<file path="src/logic/icmb_params.svh">
// constants of the inter-core mailbox: offsets, fields, reset values, queue shape
//
// Notes on behaviour
// two independent queues, eight 32-bit words each
// core zero fills one, core one the other
// pop when empty ignored, sets bit 3
// push when full discarded, sets bit 2
// bit 1: own outgoing queue not full
// bit 0: own incoming queue not empty
// interrupt from valid and errors; clear errors only
// valid drops only when the queue empties
// core drains by popping until valid clears
// sender checks ready before every push
// receiver checks valid before every pop
// each pop returns the head word, removes it
// fifo order; reset empties queues, clears flags
`ifndef ICMB_PARAMS_SVH
`define ICMB_PARAMS_SVH

// ---------------------------------------------------------------
// queue shape
// ---------------------------------------------------------------
`define ICMB_WORD_W      32
`define ICMB_QUEUE_DEPTH 8
`define ICMB_BUF_DEPTH   16
`define ICMB_ADR_W       8

// ---------------------------------------------------------------
// register map: one bank per core, selected by the bank bit
// ---------------------------------------------------------------
`define ICMB_BANK_BIT    4
`define ICMB_OFS_STATUS  2'h0
`define ICMB_OFS_TXDATA  2'h1
`define ICMB_OFS_RXDATA  2'h2

// ---------------------------------------------------------------
// status fields
// ---------------------------------------------------------------
`define ICMB_ST_RXVALID  0
`define ICMB_ST_TXREADY  1
`define ICMB_ST_WRFULL   2
`define ICMB_ST_RDEMPTY  3

// ---------------------------------------------------------------
// reset values
// ---------------------------------------------------------------
`define ICMB_RST_FLAG    1'b0
`define ICMB_RST_WORD    32'h0000_0000
`define ICMB_SEL_ALL     4'hF

`endif

</file>
<file path="src/logic/icmb_pkg.sv">
// types shared by the inter-core mailbox files
`default_nettype none
`include "icmb_params.svh"

package icmb_pkg;

    typedef logic [`ICMB_WORD_W-1:0] icmb_word_t;
    typedef logic [`ICMB_ADR_W-1:0]  icmb_addr_t;
    typedef logic [3:0]              icmb_sel_t;
    typedef logic [1:0]              icmb_pair_t;

    typedef enum logic [1:0]
    {
        ICMB_REG_STATUS,
        ICMB_REG_TXDATA,
        ICMB_REG_RXDATA,
        ICMB_REG_NONE
    } icmb_reg_t;

endpackage

`default_nettype wire

</file>
<file path="src/logic/icmb_fifo.sv">
// synchronous flip-flop fifo with valid/ready on both sides
`timescale 1ns/1ps
`default_nettype none

module icmb_fifo
#(
    parameter int WIDTH = 32,
    parameter int DEPTH = 16
)
(
    input  wire logic             clock,
    input  wire logic             arst_n,
    input  wire logic [WIDTH-1:0] inData,
    input  wire logic             inValid,
    output logic                  inReady,
    output logic      [WIDTH-1:0] outData,
    output logic                  outValid,
    input  wire logic             outReady
);

    localparam int PW = (DEPTH > 1) ? $clog2(DEPTH) : 1;
    localparam int CW = $clog2(DEPTH + 1);

    logic [WIDTH-1:0] mem_q [DEPTH];
    logic [PW-1:0]    wrPtr_q;
    logic [PW-1:0]    rdPtr_q;
    logic [CW-1:0]    count_q;
    logic             push;
    logic             pop;

    assign inReady  = (count_q != CW'(DEPTH));
    assign outValid = (count_q != '0);
    assign outData  = mem_q[rdPtr_q];
    assign push     = inValid && inReady;
    assign pop      = outValid && outReady;

    // ---------------------------------------------------------------
    // storage, one entry per slot
    // ---------------------------------------------------------------
    genvar e;
    generate
        for (e = 0; e < DEPTH; e++)
        begin : gSlot
            always_ff @(posedge clock or negedge arst_n)
            begin
                if (!arst_n)
                    mem_q[e] <= '0;
                else if (push && (wrPtr_q == PW'(e)))
                    mem_q[e] <= inData;
            end
        end
    endgenerate

    // ---------------------------------------------------------------
    // pointers and fill level
    // ---------------------------------------------------------------
    always_ff @(posedge clock or negedge arst_n)
    begin
        if (!arst_n)
        begin
            wrPtr_q <= '0;
            rdPtr_q <= '0;
            count_q <= '0;
        end
        else
        begin
            if (push)
                wrPtr_q <= (wrPtr_q == PW'(DEPTH - 1)) ? '0 : wrPtr_q + PW'(1);
            if (pop)
                rdPtr_q <= (rdPtr_q == PW'(DEPTH - 1)) ? '0 : rdPtr_q + PW'(1);
            if (push && !pop)
                count_q <= count_q + CW'(1);
            else if (pop && !push)
                count_q <= count_q - CW'(1);
        end
    end

endmodule

`default_nettype wire

</file>
<file path="src/logic/icmb_mailbox.sv">
// inter-core mailbox: two word queues behind one classic wishbone slave
`timescale 1ns/1ps
`default_nettype none

module icmb_mailbox
(
    input  wire logic                 clock,
    input  wire logic                 arst_n,
    input  wire logic                 wb_cyc_i,
    input  wire logic                 wb_stb_i,
    input  wire logic                 wb_we_i,
    input  wire icmb_pkg::icmb_addr_t wb_adr_i,
    input  wire icmb_pkg::icmb_sel_t  wb_sel_i,
    input  wire icmb_pkg::icmb_word_t wb_dat_i,
    output icmb_pkg::icmb_word_t      wb_dat_o,
    output logic                      wb_ack_o,
    output icmb_pkg::icmb_pair_t      coreIrq
);

    import icmb_pkg::*;

    // ---------------------------------------------------------------
    // request decode
    // ---------------------------------------------------------------
    logic       request;
    logic       bank;
    icmb_reg_t  regSel;
    logic       wordAligned;
    logic       fullWord;

    logic       ack_q;
    icmb_word_t rdData_q;
    icmb_pair_t irq_q;

    // a request is taken once; the cycle with ack high must not repeat it
    assign request     = wb_cyc_i && wb_stb_i && !ack_q;
    assign bank        = wb_adr_i[`ICMB_BANK_BIT];
    assign wordAligned = (wb_adr_i[1:0] == 2'h0)
                         && (wb_adr_i[`ICMB_ADR_W-1:`ICMB_BANK_BIT+1] == '0);
    assign fullWord    = (wb_sel_i == `ICMB_SEL_ALL);

    always_comb
    begin
        regSel = ICMB_REG_NONE;
        if (wordAligned)
        begin
            case (wb_adr_i[3:2])
                `ICMB_OFS_STATUS: regSel = ICMB_REG_STATUS;
                `ICMB_OFS_TXDATA: regSel = ICMB_REG_TXDATA;
                `ICMB_OFS_RXDATA: regSel = ICMB_REG_RXDATA;
                default:          regSel = ICMB_REG_NONE;
            endcase
        end
    end

    // ---------------------------------------------------------------
    // the two queues; queue c is filled by core c, drained by the other
    // ---------------------------------------------------------------
    icmb_pair_t qInValid;
    icmb_pair_t qInReady;
    icmb_pair_t qOutValid;
    icmb_pair_t qOutReady;
    icmb_word_t qOutData [2];

    // per-core view of the queues
    icmb_pair_t txReady;
    icmb_pair_t rxValid;
    icmb_word_t rxHead [2];
    icmb_pair_t pushReq;
    icmb_pair_t popReq;
    icmb_pair_t clearReq;

    icmb_pair_t wrFull_q;
    icmb_pair_t rdEmpty_q;

    genvar c;
    generate
        for (c = 0; c < 2; c++)
        begin : gCore
            // core c owns the push side of queue c only
            assign qInValid[c] = pushReq[c];
            // the pop side of queue c belongs to the other core
            assign qOutReady[c] = popReq[1-c] && qOutValid[c];

            assign txReady[c] = qInReady[c];
            assign rxValid[c] = qOutValid[1-c];
            assign rxHead[c]  = qOutData[1-c];

            assign pushReq[c]  = request && wb_we_i && (bank == c)
                                 && (regSel == ICMB_REG_TXDATA) && fullWord;
            assign popReq[c]   = request && !wb_we_i && (bank == c)
                                 && (regSel == ICMB_REG_RXDATA);
            assign clearReq[c] = request && wb_we_i && (bank == c)
                                 && (regSel == ICMB_REG_STATUS);

            // eight words per queue; the flops form a ring that is read back in arrival order
            icmb_fifo
            #(
                .WIDTH (`ICMB_WORD_W),
                .DEPTH (`ICMB_QUEUE_DEPTH)
            )
            uQueue
            (
                .clock    (clock),
                .arst_n   (arst_n),
                .inData   (wb_dat_i),
                .inValid  (qInValid[c]),
                .inReady  (qInReady[c]),
                .outData  (qOutData[c]),
                .outValid (qOutValid[c]),
                .outReady (qOutReady[c])
            );
        end
    endgenerate

    // ---------------------------------------------------------------
    // sticky error flags, one pair per core
    // ---------------------------------------------------------------
    // an error arriving with the clear wins, so no event is lost
    generate
        for (c = 0; c < 2; c++)
        begin : gFlags
            always_ff @(posedge clock or negedge arst_n)
            begin
                if (!arst_n)
                    wrFull_q[c] <= `ICMB_RST_FLAG;
                else if (pushReq[c] && !txReady[c])
                    wrFull_q[c] <= 1'b1;
                else if (clearReq[c])
                    wrFull_q[c] <= 1'b0;
            end

            always_ff @(posedge clock or negedge arst_n)
            begin
                if (!arst_n)
                    rdEmpty_q[c] <= `ICMB_RST_FLAG;
                else if (popReq[c] && !rxValid[c])
                    rdEmpty_q[c] <= 1'b1;
                else if (clearReq[c])
                    rdEmpty_q[c] <= 1'b0;
            end
        end
    endgenerate

    // ---------------------------------------------------------------
    // read data and acknowledge
    // ---------------------------------------------------------------
    // status shows the live queue state of the addressed core
    function automatic icmb_word_t statusWord(input logic cr);
        icmb_word_t w;
        w                    = `ICMB_RST_WORD;
        w[`ICMB_ST_RXVALID]  = rxValid[cr];
        w[`ICMB_ST_TXREADY]  = txReady[cr];
        w[`ICMB_ST_WRFULL]   = wrFull_q[cr];
        w[`ICMB_ST_RDEMPTY]  = rdEmpty_q[cr];
        return w;
    endfunction

    always_ff @(posedge clock or negedge arst_n)
    begin
        if (!arst_n)
            ack_q <= 1'b0;
        else
            ack_q <= request;
    end

    always_ff @(posedge clock or negedge arst_n)
    begin
        if (!arst_n)
            rdData_q <= `ICMB_RST_WORD;
        else if (request)
        begin
            if (wb_we_i)
                rdData_q <= `ICMB_RST_WORD;
            else
            begin
                case (regSel)
                    ICMB_REG_STATUS:
                        rdData_q <= statusWord(bank);
                    ICMB_REG_RXDATA:
                        // an ignored pop returns zero and leaves the queue alone
                        rdData_q <= rxValid[bank] ? rxHead[bank]
                                                  : `ICMB_RST_WORD;
                    default:
                        rdData_q <= `ICMB_RST_WORD;
                endcase
            end
        end
    end

    // ---------------------------------------------------------------
    // interrupt per core
    // ---------------------------------------------------------------
    // valid only falls when the queue runs empty, never on an error clear
    generate
        for (c = 0; c < 2; c++)
        begin : gIrq
            always_ff @(posedge clock or negedge arst_n)
            begin
                if (!arst_n)
                    irq_q[c] <= `ICMB_RST_FLAG;
                else
                    irq_q[c] <= rxValid[c] || wrFull_q[c] || rdEmpty_q[c];
            end
        end
    endgenerate

    assign wb_ack_o = ack_q;
    assign wb_dat_o = rdData_q;
    assign coreIrq  = irq_q;

endmodule

`default_nettype wire

</file>
<file path="config.mk">
export PLATFORM = sky130hd
export DESIGN_NAME = icmb_mailbox
export DESIGN_NICKNAME = d
export VERILOG_FILES = /design/src/logic/icmb_pkg.sv /design/src/logic/icmb_fifo.sv /design/src/logic/icmb_mailbox.sv
export VERILOG_INCLUDE_DIRS = /design/src /design/src/logic
export SDC_FILE = /design/constraint.sdc
export NUM_CORES = 1
export LEC_CHECK = 0
export BUFFER_PORTS_ARGS = -buffer_cell sky130_fd_sc_hd__buf_2
export CORE_MARGIN = 2
export CORE_UTILIZATION = 50
export CTS_CLUSTER_SIZE = 24
export DETAILED_ROUTE_END_ITERATION = 7
export PLACE_DENSITY = 0.71
export SYNTH_ARGS = -nofsm -noshare
export SYNTH_HDL_FRONTEND = slang
export SYNTH_SLANG_ARGS = --single-unit
export TNS_END_PERCENT = 20
</file>
<file path="constraint.sdc">
create_clock -name clock -period 5 [get_ports clock]
set_clock_uncertainty 0.05 [all_clocks]
set_input_delay 1 -clock clock [delete_from_list [all_inputs] [get_ports clock]]
set_output_delay 1 -clock clock [all_outputs]
set_load 0.01 [all_outputs]
</file>
==> results of run 1 <==
[state kept, by name, indices dropped and copies added, names as in the netlist]
register              count
coreIrq                   2
gCore.uQueue.count_q      8
gCore.uQueue.mem_q      512
gCore.uQueue.rdPtr_q      6
gCore.uQueue.wrPtr_q      6
rdEmpty_q                 2
wb_ack_o                  1
wb_dat_o                 32
wrFull_q                  2
[worst min-delay path by stage]
stage	startpoint	to	slack (ps)	cells past startpoint
after floorplan	wrFull_q[0]	coreIrq[0]	400	1
after global placement	gCore[0].uQueue.mem_q[48]	gCore[0].uQueue.mem_q[48]	410	1
after detailed placement	gCore[1].uQueue.mem_q[33]	gCore[1].uQueue.mem_q[33]	420	1
after CTS	gCore[0].uQueue.mem_q[107]	gCore[0].uQueue.mem_q[107]	430	1
after global routing	gCore[1].uQueue.mem_q[60]	gCore[1].uQueue.mem_q[60]	440	1
final	gCore[1].uQueue.mem_q[121]	gCore[1].uQueue.mem_q[121]	430	1
[synthesized netlist by cell type, drive strengths merged (5+ instances only)]
| library cell | n |
|---|---|
| mux2i | 7 |
| and3 | 9 |
| o31ai | 30 |
| nand3 | 9 |
| ha | 22 |
| clkbuf | 73 |
| buf | 70 |
| nor2 | 10 |
| or3 | 5 |
| xnor2 | 7 |
| o22ai | 58 |
| mux4 | 127 |
| inv | 10 |
| dfrtp | 571 |
| nor4 | 5 |
| o21ai | 14 |
| nand2 | 44 |
| nand3b | 5 |
| mux2 | 524 |
[logic make-up (layout without fill, tap and decap cells)]
| kind of cell | count (synthesis) | count (layout) | synth area share |
|---|---|---|---|
| muxes | 658 | 658 | 0.3437 |
| adders and majority gates | 24 | 24 | 0.01227 |
| buffers and inverters | 153 | 232 | 0.03180 |
| and+or+nand+nor | 108 | 108 | 0.02406 |
| AOI/OAI and AO/OA | 115 | 115 | 0.02927 |
| xor gates and xnor gates | 8 | 8 | 0.002727 |
| DFF | 571 | 571 | 0.5562 |
[report_power, final]
group	switching (uW)	internal [uW]	total [uW]
clock network	1790	2500	4300
logic	197	49.7	246
registers	4.52	4620	4630
total	2000	7180	9170
[cell type report]
cell class              count  area, um^2
repair buffers            122       893.4
well taps                 680       850.8
inverters                  10       37.54
fillers                  4010       22520
clock inverters            15       182.7
clock buffers              85        1704
multi-input cells         913       10610
flip-flops and latches    571       14300
[metal layers]
metal	track usage	routed length, um	up-vias
li1	-	-	6175
met2	0.3889	28950	325
met1	0.3149	25700	7840
met4	0.08609	2020	0
met3	0.03224	2547	133
met5	0	0	-
[through the flow]
step | power, uW | hold WS (ps) | instance area, um^2 | std cells
after floorplan | 4786 | 400.0 | 25690 | 1637
after global placement | 4960 | 411.4 | 26690 | 2296
after detailed placement | 4965 | 418.6 | 26690 | 2296
after CTS | 9275 | 432.0 | 28580 | 2396
after global routing | 9471 | 438.4 | 28580 | 2396
final | 9171 | 426.5 | 28580 | 2396
[critical path: stages]
cell	delay, ps
buf_2	90
or4_1	580
or3_4	420
nor4_4	650
buf_4	260
nand3_4	570
mux2_1	570
==> results by group, run 1 <==
Timing
  • Max Slew Vio Count: 0
  • Tcrit/Tclk final: 0.7453
  • Unrepaired setup endpoints after global routing: no
  • Slew @ Worst Pin: 1145 ps
  • Highest clock rate: 0.2683 GHz
  • Slack of the critical path: 1273 ps
  • Fin Setup TNS: 0 ps
  • Minimum clock period: approximately 3700 ps
  • Rel. slew slack: 0.2366
  • Endpoints failing setup: 0
  • Final hold violation count: 0

Routing
  • Avg WL per Cell: 24.72 um
  • Drt first pass iters: 5
  • DRC violations left: 0
  • Total wire length: between 50 and 60 mm
  • Via-per-instance ratio: ~6
  • Initial drt markers: 908
  • Vias: 14470
  • Post-route ant nets: 0

Die
  • Core Area: 51090 um^2
  • Die Ht: roughly 230 um
  • Row cnt: 83
  • IO Count: 84
  • Die area: 53210 um^2
  • Starting Density: 0.5028
  • Die Width: 230.7 um

Global routing
  • Via count of the first global-routing pass: about 16000
  • Overflow after GRT: 0
  • Initial antenna violation count: 3
  • Largest net degree at the start of global routing: around 140
  • Global-route wire length before repair: between 90 and 100 mm
  • Total track usage: 0.2334

Hold path
  • Tightest Hold Check Type: register to register

Setup path
  • Crit path launch: wb_adr_i[1]
  • Critical Path Start Type: input pin
  • Kind of critical path: input pin to register
  • CP required: 5440 ps
  • CP arrival: ~4200 ps
  • CP endpoint: gCore[0].uQueue.mem_q[239]
  • Worst r2r src: wb_ack_o
  • Crit. End Element: register
  • Flop-to-flop setup slack: around 1600 ps
  • Max FO, Critical Path: 32
  • Worst r2r path cells: 13
  • RR Endpoint: gCore[1].uQueue.count_q[3]

Clocking
  • Clk sinks: 571
  • Clock slew seen by the registers of the worst setup and hold paths: 60 ps
  • Num CTS Buffers: 58
  • Worst-Skew Late Latency: 630 ps
  • Clock root cell: clkbuf_16
  • Post-CTS Resized: 0
  • TritonCTS clock tree: yes
  • Post-CTS setup repair buffer count: 0
  • Hold buffers post-CTS: 0
  • # H-tree levels: 2
  • CTS max path bufs: 3

Placed design
  • Pre-CTS setup slack: 645.0 ps
  • Port bufs: between 80 and 90
  • Dpl hpwl: 35.49 mm
  • Gpl congestion: 0.7774

Final layout
  • Commonest non-fill, non-tap cells in the layout: dfrtp_1 (567), mux2_1 (515), mux4_2 (127), buf_2 (82), clkbuf_16 (59)
  • Layout cells sized above 1: 0.2174
  • Diodes inserted: 0
  • Layout net count: 1749
  • Commonest non-fill, non-tap cell in the layout: dfrtp_1
  • Area grow syn2layout: 11.23%
  • Fin util: 0.5593

Synthesis
  • FF+latch count, synth: between 500 and 600
  • Synthesized area per cell: 15.69 um^2
  • Synth Flop Type: dfrtp_1
  • Largest cells by area after synthesis: dfrtp_1 (56%), mux2_1 (23%), mux4_2 (11%)
  • Area share of the largest cell type after synthesis: 0.5562
  • Syn Inst Count: approximately 1600
  • Leading area contributor after synthesis: dfrtp_1
  • Synth Net Count: between 1500 and 2000
  • Yosys cell types: 48
  • Number of synthesis warnings: 0
  • Asr flop ratio synth: 1.000
  • Post-synthesis sequential area ratio: 0.5562
  • Mapped Area: 25690 um^2
  • Post-synth EDFFs: 0

Flow run
  • Max_cap viols: 0

Power and ir drop
  • Worst VDD drop: ~0.00025 V
  • Pleak: 0.01439 uW
  • Power Density: about 320 nW/um^2

Run status
  • Outcome: finished clean
(Power assumes the default switching activity.)
==> run 2, diff against run 1 <==
--- a/config.mk
+++ b/config.mk
@@ -6,12 +6,13 @@
 export SDC_FILE = /design/constraint.sdc
 export NUM_CORES = 1
 export LEC_CHECK = 0
+export ABC_AREA = 1
 export BUFFER_PORTS_ARGS = -buffer_cell sky130_fd_sc_hd__buf_2
 export CORE_MARGIN = 2
 export CORE_UTILIZATION = 50
 export CTS_CLUSTER_SIZE = 24
 export DETAILED_ROUTE_END_ITERATION = 7
-export PLACE_DENSITY = 0.71
+export PLACE_DENSITY = 0.74
 export SYNTH_ARGS = -nofsm -noshare
 export SYNTH_HDL_FRONTEND = slang
 export SYNTH_SLANG_ARGS = --single-unit
==> constraint.sdc (replaced) <==
create_clock -name clock -period 3.4 [get_ports clock]
set_clock_uncertainty 0.05 [all_clocks]
set_input_delay 0.68 -clock clock [delete_from_list [all_inputs] [get_ports clock]]
set_output_delay 0.68 -clock clock [all_outputs]
set_load 0.01 [all_outputs]
==> run 2 against run 1 <==
Net effect: total power up 48%; combinational power rose by 49%; die area up 0.77%.
==> results by group, run 2 <==
Setup path
  • RR Endpoint: gCore[0].uQueue.mem_q[192]
  • Crit. End Element: register
  • Worst r2r src: gCore[0].uQueue.count_q[1]
  • Critical Path Start Type: register
  • Kind of critical path: register to register
  • CP required: 3780 ps (-1660 ps)
  • Flop-to-flop setup slack: 690 ps (-930 ps)
  • Worst r2r path cells: 8 (-5)
  • Max FO, Critical Path: 64 (+100%)
  • CP arrival: 3090 ps (-1070 ps)

Clocking
  • Clk sinks: 571 (unchanged)
  • Post-CTS Resized: 0 (unchanged)
  • TritonCTS clock tree: yes
  • Clock slew seen by the registers of the worst setup and hold paths: 70 ps (about the same)
  • Hold buffers post-CTS: 0 (unchanged)
  • Num CTS Buffers: 56 (-3.4%)
  • Clock root cell: clkbuf_16
  • Worst-Skew Late Latency: 630 ps (about the same)
  • # H-tree levels: 2 (unchanged)
  • Post-CTS setup repair buffer count: 0 (unchanged)
  • CTS max path bufs: 3 (unchanged)

Global routing
  • Total track usage: 0.2746 (+0.04111)
  • Overflow after GRT: 0 (unchanged)
  • Global-route wire length before repair: 117.1 mm (+24%)
  • Largest net degree at the start of global routing: 131 (-4.4%)
  • Initial antenna violation count: 0 (-3)
  • Via count of the first global-routing pass: 21420 (+35%)

Final layout
  • Commonest non-fill, non-tap cells in the layout: nand2_1 (778), o21ai_0 (740), dfrtp_1 (566), nor2_1 (371), o21ai_1 (134)
  • Register area: 14310 um^2 (about the same)
  • Layout net count: 3177 (+82%)
  • Diodes inserted: 0 (unchanged)
  • Top reg by flops: gCore.uQueue.mem_q
  • Commonest non-fill, non-tap cell in the layout: nand2_1
  • Area grow syn2layout: 10.70%
  • Layout cells sized above 1: 0.08032 (-0.1370)
  • Max FFs per register: 512 (unchanged)
  • Footprint of the multi-input gates: 10180 um^2 (-4.0%)
  • Fill count: 4637 (+16%)

Routing
  • DRC violations left: 0 (unchanged)
  • Initial drt markers: 2264 (+150%)
  • Drt first pass iters: 6 (+1)
  • Post-route ant nets: 0 (unchanged)
  • Via-per-instance ratio: 5.809 (-3.8%)
  • Vias: 22250 (+54%)
  • Total wire length: 72.17 mm (+22%)
  • Avg WL per Cell: 18.84 um (-24%)

Synthesis
  • Post-synth EDFFs: 0 (unchanged)
  • Largest cells by area after synthesis: dfrtp_1 (55%), o21ai_0 (14%), nand2_1 (11%)
  • Mapped Area: 25890 um^2 (+0.78%)
  • Post-synthesis sequential area ratio: 0.5518 (-0.004327)
  • Synth Net Count: 3228 (+89%)
  • Area share of the largest cell type after synthesis: 0.5518 (-0.004327)
  • Number of synthesis warnings: 0 (unchanged)
  • Commonest cells in the netlist: nand2_1 (778), o21ai_0 (740), dfrtp_1 (571), nor2_1 (371), clkbuf_1 (167)
  • Synth Flop Type: dfrtp_1
  • FF+latch count, synth: 571 (unchanged)
  • Asr flop ratio synth: 1.000 (unchanged)
  • Leading area contributor after synthesis: dfrtp_1
  • Synthesized area per cell: 8.207 um^2 (-48%)
  • Syn Inst Count: 3155 (+93%)
  • Count leader, synth: nand2_1
  • Yosys cell types: 31 (-35%)

Die
  • Die area: 53620 um^2 (+0.77%)
  • Core Area: 51300 um^2 (+0.41%)
  • Starting Density: 0.5047 (+0.001891)
  • Row cnt: 83 (unchanged)
  • Die Ht: 231.6 um (+0.38%)
  • Die Width: 231.6 um (+0.38%)
  • IO Count: 84 (unchanged)

Timing
  • Fin Setup TNS: 0 ps (unchanged)
  • Max Slew Vio Count: 0 (unchanged)
  • Final hold violation count: 0 (unchanged)
  • Tcrit/Tclk final: 0.7975
  • Unrepaired setup endpoints after global routing: no
  • Slew @ Worst Pin: 938.7 ps (-206.3 ps)
  • Highest clock rate: between 0.3 and 0.4 GHz
  • Minimum clock period: 2712 ps
  • Endpoints failing setup: 0 (unchanged)
  • Rel. slew slack: 0.3735 (+0.1369)

Power and ir drop
  • Total chip power: 13600 uW (+48%)
  • Sequential Power Share: 0.500 (-0.005)
  • Combinational power share: 0.027 (about the same)
  • Power Density: 474.6 nW/um^2 (+48%)
  • Clock share of power: 0.473 (+0.005)
  • Sw Share: 0.2178 (+0.0002441)
  • Internal: 10640 uW (+48%)
  • Worst VDD drop: 0.0004629 V (+89%)
  • Net load switching power: 2963 uW (+49%)
  • Pleak: 0.01361 uW (-5.4%)

Placed design
  • Gpl congestion: 0.8775 (+13%)
  • Port bufs: 83 (unchanged)
  • Dpl hpwl: 39.65 mm (+12%)

Hold path
  • Tightest Hold Check Type: input pin to asynchronous set/reset pin

Flow run
  • Max_cap viols: 0 (unchanged)

Run status
  • Outcome: finished clean
[run 2: cells by family after synthesis]
kind of cell	after synthesis	share of synthesized area
adders and majority gates	24	0.01218
xor gates and xnor gates	6	0.002029
buffers and inverters	357	0.05489
and+or+nand+nor	1283	0.1990
DFF	571	0.5518
AOI/OAI and AO/OA	914	0.1800
[run 2: layout make-up]
type / count / share of cell area
clock buffer: 91 / 0.06050
clock inverter: 13 / 0.006155
inverter: 114 / 0.01506
multi-input combinational: 2227 / 0.3553
sequential: 571 / 0.4990
tap: 680 / 0.02968
timing repair buffer: 134 / 0.03431
[run 2: through the flow]
step / setup WS [ps] / utilization / hold WS [ps] / cells / cell area, um^2
6_report: 688.4 / 0.5588 / 72.62 / 3830 / 28670
3_5_place_dp: 278.7 / 0.5215 / 417.9 / 3726 / 26750
3_3_place_gp: 396.2 / 0.5215 / 406.8 / 3726 / 26750
2_1_floorplan: 595.5 / - / 334.4 / 3155 / 25890
4_1_cts: 774.9 / 0.5588 / 66.73 / 3830 / 28670
5_1_grt: 504.3 / 0.5588 / 108.9 / 3830 / 28670
[run 2: critical path, cell delays in order (launching register included)]
cell,delay [ps]
dfrtp_1,450
nor2_1,190
inv_1,60
nor3_1,370
nor2_2,100
buf_4,230
nand3_2,80
buf_4,620
o21ai_0,250
[run 2: power groups by stage]
stage          combinational, uW  clock, uW  sequential (uW)
2_1_floorplan                113          0             6930
3_3_place_gp                 364          0             6920
3_5_place_dp                 371          0             6920
4_1_cts                      373       6530             6800
5_1_grt                      410       6780             6790
6_report                     366       6440             6800
[run 2: metal layers]
metal	track usage	routed length [um]	vias to the layer above
li1	-	-	10220
met1	0.3849	30650	10830
met2	0.4360	33040	1040
met3	0.04097	6201	161
met4	0.09856	2283	0
met5	0	0	-
[run 2: worst max-delay path by stage]
stage | startpoint | end | slack, ps
2_1_floorplan | wb_adr_i[1] | gCore[0].uQueue.count_q[3] | 600
3_3_place_gp | wb_adr_i[1] | gCore[0].uQueue.count_q[3] | 400
3_5_place_dp | wb_adr_i[1] | gCore[0].uQueue.count_q[3] | 280
4_1_cts | wb_ack_o | gCore[0].uQueue.count_q[3] | 770
5_1_grt | gCore[0].uQueue.count_q[0] | gCore[0].uQueue.mem_q[192] | 500
6_report | gCore[0].uQueue.count_q[1] | gCore[0].uQueue.mem_q[192] | 690
==> run 3, diff against run 2 <==
--- a/config.mk
+++ b/config.mk
@@ -6,7 +6,7 @@
 export SDC_FILE = /design/constraint.sdc
 export NUM_CORES = 1
 export LEC_CHECK = 0
-export ABC_AREA = 1
+export ABC_AREA = 0
 export BUFFER_PORTS_ARGS = -buffer_cell sky130_fd_sc_hd__buf_2
 export CORE_MARGIN = 2
 export CORE_UTILIZATION = 50
==> constraint.sdc (replaced) <==
create_clock -name clock -period 2.2 [get_ports clock]
set_clock_uncertainty 0.05 [all_clocks]
set_input_delay 0.44 -clock clock [delete_from_list [all_inputs] [get_ports clock]]
set_output_delay 0.44 -clock clock [all_outputs]
set_load 0.01 [all_outputs]
==> run 3 against run 2 <==
Net effect: the run now ends with setup timing left; hold slack gained 110 ps; sequential share of layout area shrank 6.1 points; utilization grew 8.1 points; critical path type unchanged; critical endpoint is now gCore[1].uQueue.mem_q[188]; largest power group unchanged.
==> results by group, run 3 (synthesized netlist as in run 1, its figures left out) <==
Run status
  • Outcome: finished with violations
  • Failing checks: setup timing

Final layout
  • Top reg by flops: gCore.uQueue.mem_q
  • Max FFs per register: 512 (unchanged)
  • Fill count: 3416 (-26%)
  • Area grow syn2layout: 27.24%
  • Layout net count: 1884 (-41%)
  • Commonest non-fill, non-tap cell in the layout: dfrtp_1
  • Commonest non-fill, non-tap cells in the layout: dfrtp_1 (567), mux2_4 (442), mux4_2 (127), buf_2 (81), mux2_1 (73)
  • Non-filler cells, final: 2542 (-34%)
  • Layout cells sized above 1: 0.5258 (+0.4455)

Hold path
  • Hold path depth: 4
  • Tightest Hold Check Type: input pin to register
  • Min-delay src: wb_adr_i[2]
  • Hold EP: wrFull_q[0]

Setup path
  • Critical Path Start Type: register
  • Flop-to-flop setup slack: -450 ps (-1140 ps)
  • Max FO, Critical Path: 5 (-92%)
  • Slowest stage delay, CP: 390 ps (-230 ps)
  • Crit. End Element: register
  • CP required: 2640 ps (-1140 ps)
  • Worst r2r src: wb_ack_o
  • Crit-path cells: nand3b_1 -> buf_4 -> or3_4 -> nor3_4 -> buf_4 -> buf_12 -> and3_4 -> buf_4 -> buf_12 -> mux2_4
  • RR Endpoint: gCore[1].uQueue.mem_q[188]
  • Worst r2r path cells: 10 (+2)
  • Kind of critical path: register to register
  • Worst path slowest cell: dfrtp_1
  • CP most frequent cell: buf_4
  • CP arrival: 3090 ps (about the same)

Routing
  • Max Used Layer: met4
  • Vias: 15670 (-30%)
  • Post-route ant nets: 0 (unchanged)
  • Routed metal-1 wirelength: 29.85 mm (-2.6%)
  • Met2 routed WL: 35.02 mm (+6.0%)
  • Total wire length: 71.38 mm (-1.1%)
  • Drt first pass iters: 5 (-1)
  • DRC violations left: 0 (unchanged)
  • Via-per-instance ratio: 6.165 (+6.1%)
  • Initial drt markers: 1156 (-49%)
  • Avg WL per Cell: 28.08 um (+49%)
  • Met3 routed WL: 4.316 mm (-30%)

Clocking
  • Worst-Skew Late Latency: 620 ps (about the same)
  • Num CTS Buffers: 58 (+3.6%)
  • Clock root cell: clkbuf_16
  • CTS max path bufs: 3 (unchanged)
  • Clock slew seen by the registers of the worst setup and hold paths: 60 ps (about the same)
  • # H-tree levels: 2 (unchanged)
  • Clk sinks: 571 (unchanged)
  • TritonCTS clock tree: yes

Die
  • Die Ht: 230.7 um (-0.38%)
  • IO Count: 84 (unchanged)
  • Row cnt: 83 (unchanged)
  • Die Width: 230.7 um (-0.38%)
  • Core Area: 51090 um^2 (-0.40%)
  • Die area: 53210 um^2 (-0.76%)
  • Starting Density: 0.5028 (-0.001891)

Timing
  • Rel. slew slack: 0.5625 (+0.1890)
  • Max Slew Vio Count: 0 (unchanged)
  • Final hold slack: 183.4 ps (+110.7 ps)
  • Slack of the critical path: -450.0 ps (-1138 ps)
  • Highest clock rate: 0.3774 GHz (+2.3%)
  • Tcrit/Tclk final: 1.205 (+0.4070)
  • Final hold violation count: 0 (unchanged)
  • Fin Setup TNS: -184720 ps (-184720 ps)
  • Endpoints failing setup: 522 (+522)
  • Unrepaired setup endpoints after global routing: yes
  • Slew @ Worst Pin: 656.2 ps (-282.5 ps)
  • Minimum clock period: 2650 ps (-61.59 ps)

Placed design
  • Post-Place Cells: 2382 (-36%)
  • Dpl hpwl: 38.62 mm (-2.6%)
  • Port bufs: 83 (unchanged)
  • Gpl congestion: 0.7859 (-10%)

Global routing
  • Initial antenna violation count: 5 (+5)
  • Via count of the first global-routing pass: 16940 (-21%)
  • Overflow after GRT: 0 (unchanged)
  • Global-route wire length before repair: 106.4 mm (-9.2%)
  • Total track usage: 0.2650 (-0.009544)
  • Largest net degree at the start of global routing: 91 (-31%)

Power and ir drop
  • Worst VDD drop: 0.0006530 V (+41%)
  • Pleak: 0.01587 uW (+17%)
  • Power Density: 654.1 nW/um^2 (+38%)

Flow run
  • Max_cap viols: 0 (unchanged)
==> run 3: report_power, final <==
| part | switching, uW | internal, uW |
|---|---|---|
| clock network | 4220 | 5970 |
| registers | 6.17 | 10500 |
| logic | 499 | 181 |
| total | 4730 | 16700 |
==> run 3: worst max-delay path by stage <==
stage | from | to | slack, ps | cells after the start
after floorplan | wb_adr_i[5] | gCore[0].uQueue.count_q[3] | -910 | 12
after global placement | wb_adr_i[5] | gCore[0].uQueue.count_q[3] | -1070 | 13
after detailed placement | wb_adr_i[5] | gCore[0].uQueue.count_q[3] | -1050 | 13
after CTS | wb_ack_o | gCore[1].uQueue.count_q[1] | -380 | 9
after global routing | wb_ack_o | gCore[1].uQueue.count_q[3] | -560 | 12
final | wb_ack_o | gCore[1].uQueue.mem_q[188] | -450 | 10
==> run 3: through the flow <==
step / utilization / cell area, um^2 / setup WS [ps] / power [uW]
floorplan: - / 26240 / -905.8 / 10880
global route: 0.6398 / 32690 / -560.1 / 22020
global placement: 0.5548 / 28350 / -1067 / 11340
finish: 0.6398 / 32690 / -450.0 / 21380
CTS: 0.6235 / 31860 / -383.0 / 21500
detailed placement: 0.5548 / 28350 / -1048 / 11350
==> run 3: cell type report <==
type                       instances  area (um^2)  area share
tap                              680        850.8     0.02603
sequential                       571        14300      0.4376
timing repair buffer             257         3024     0.09251
clock buffer                      82         1662     0.05083
inverter                          10        40.04    0.001225
clock inverter                    25        310.3    0.009492
multi-input combinational        913        12490      0.3821
antenna                            4        10.01   0.0003062
==> run 3: layer usage <==
| metal | GRT usage | up-vias |
|---|---|---|
| met5 | 0 | - |
| li1 | - | 6437 |
| met3 | 0.05398 | 144 |
| met4 | 0.1060 | 0 |
| met2 | 0.4273 | 528 |
| met1 | 0.3550 | 8562 |
==> run 3: repair_timing <==
action,in CTS,in global routing
pin swaps,20,0
resized for setup,253,167
setup endpoints to repair,518,525
gates cloned,14,7
setup buffers,17,16
hold buffers,1,0
hold endpoints to repair,32,0
==> run 3: critical path: cells and delay by family, from the launching register on <==
family        cells  cell delay [ps]
mux               1              300
flops             1              390
buf+inv           5              730
simple gates      4             1050
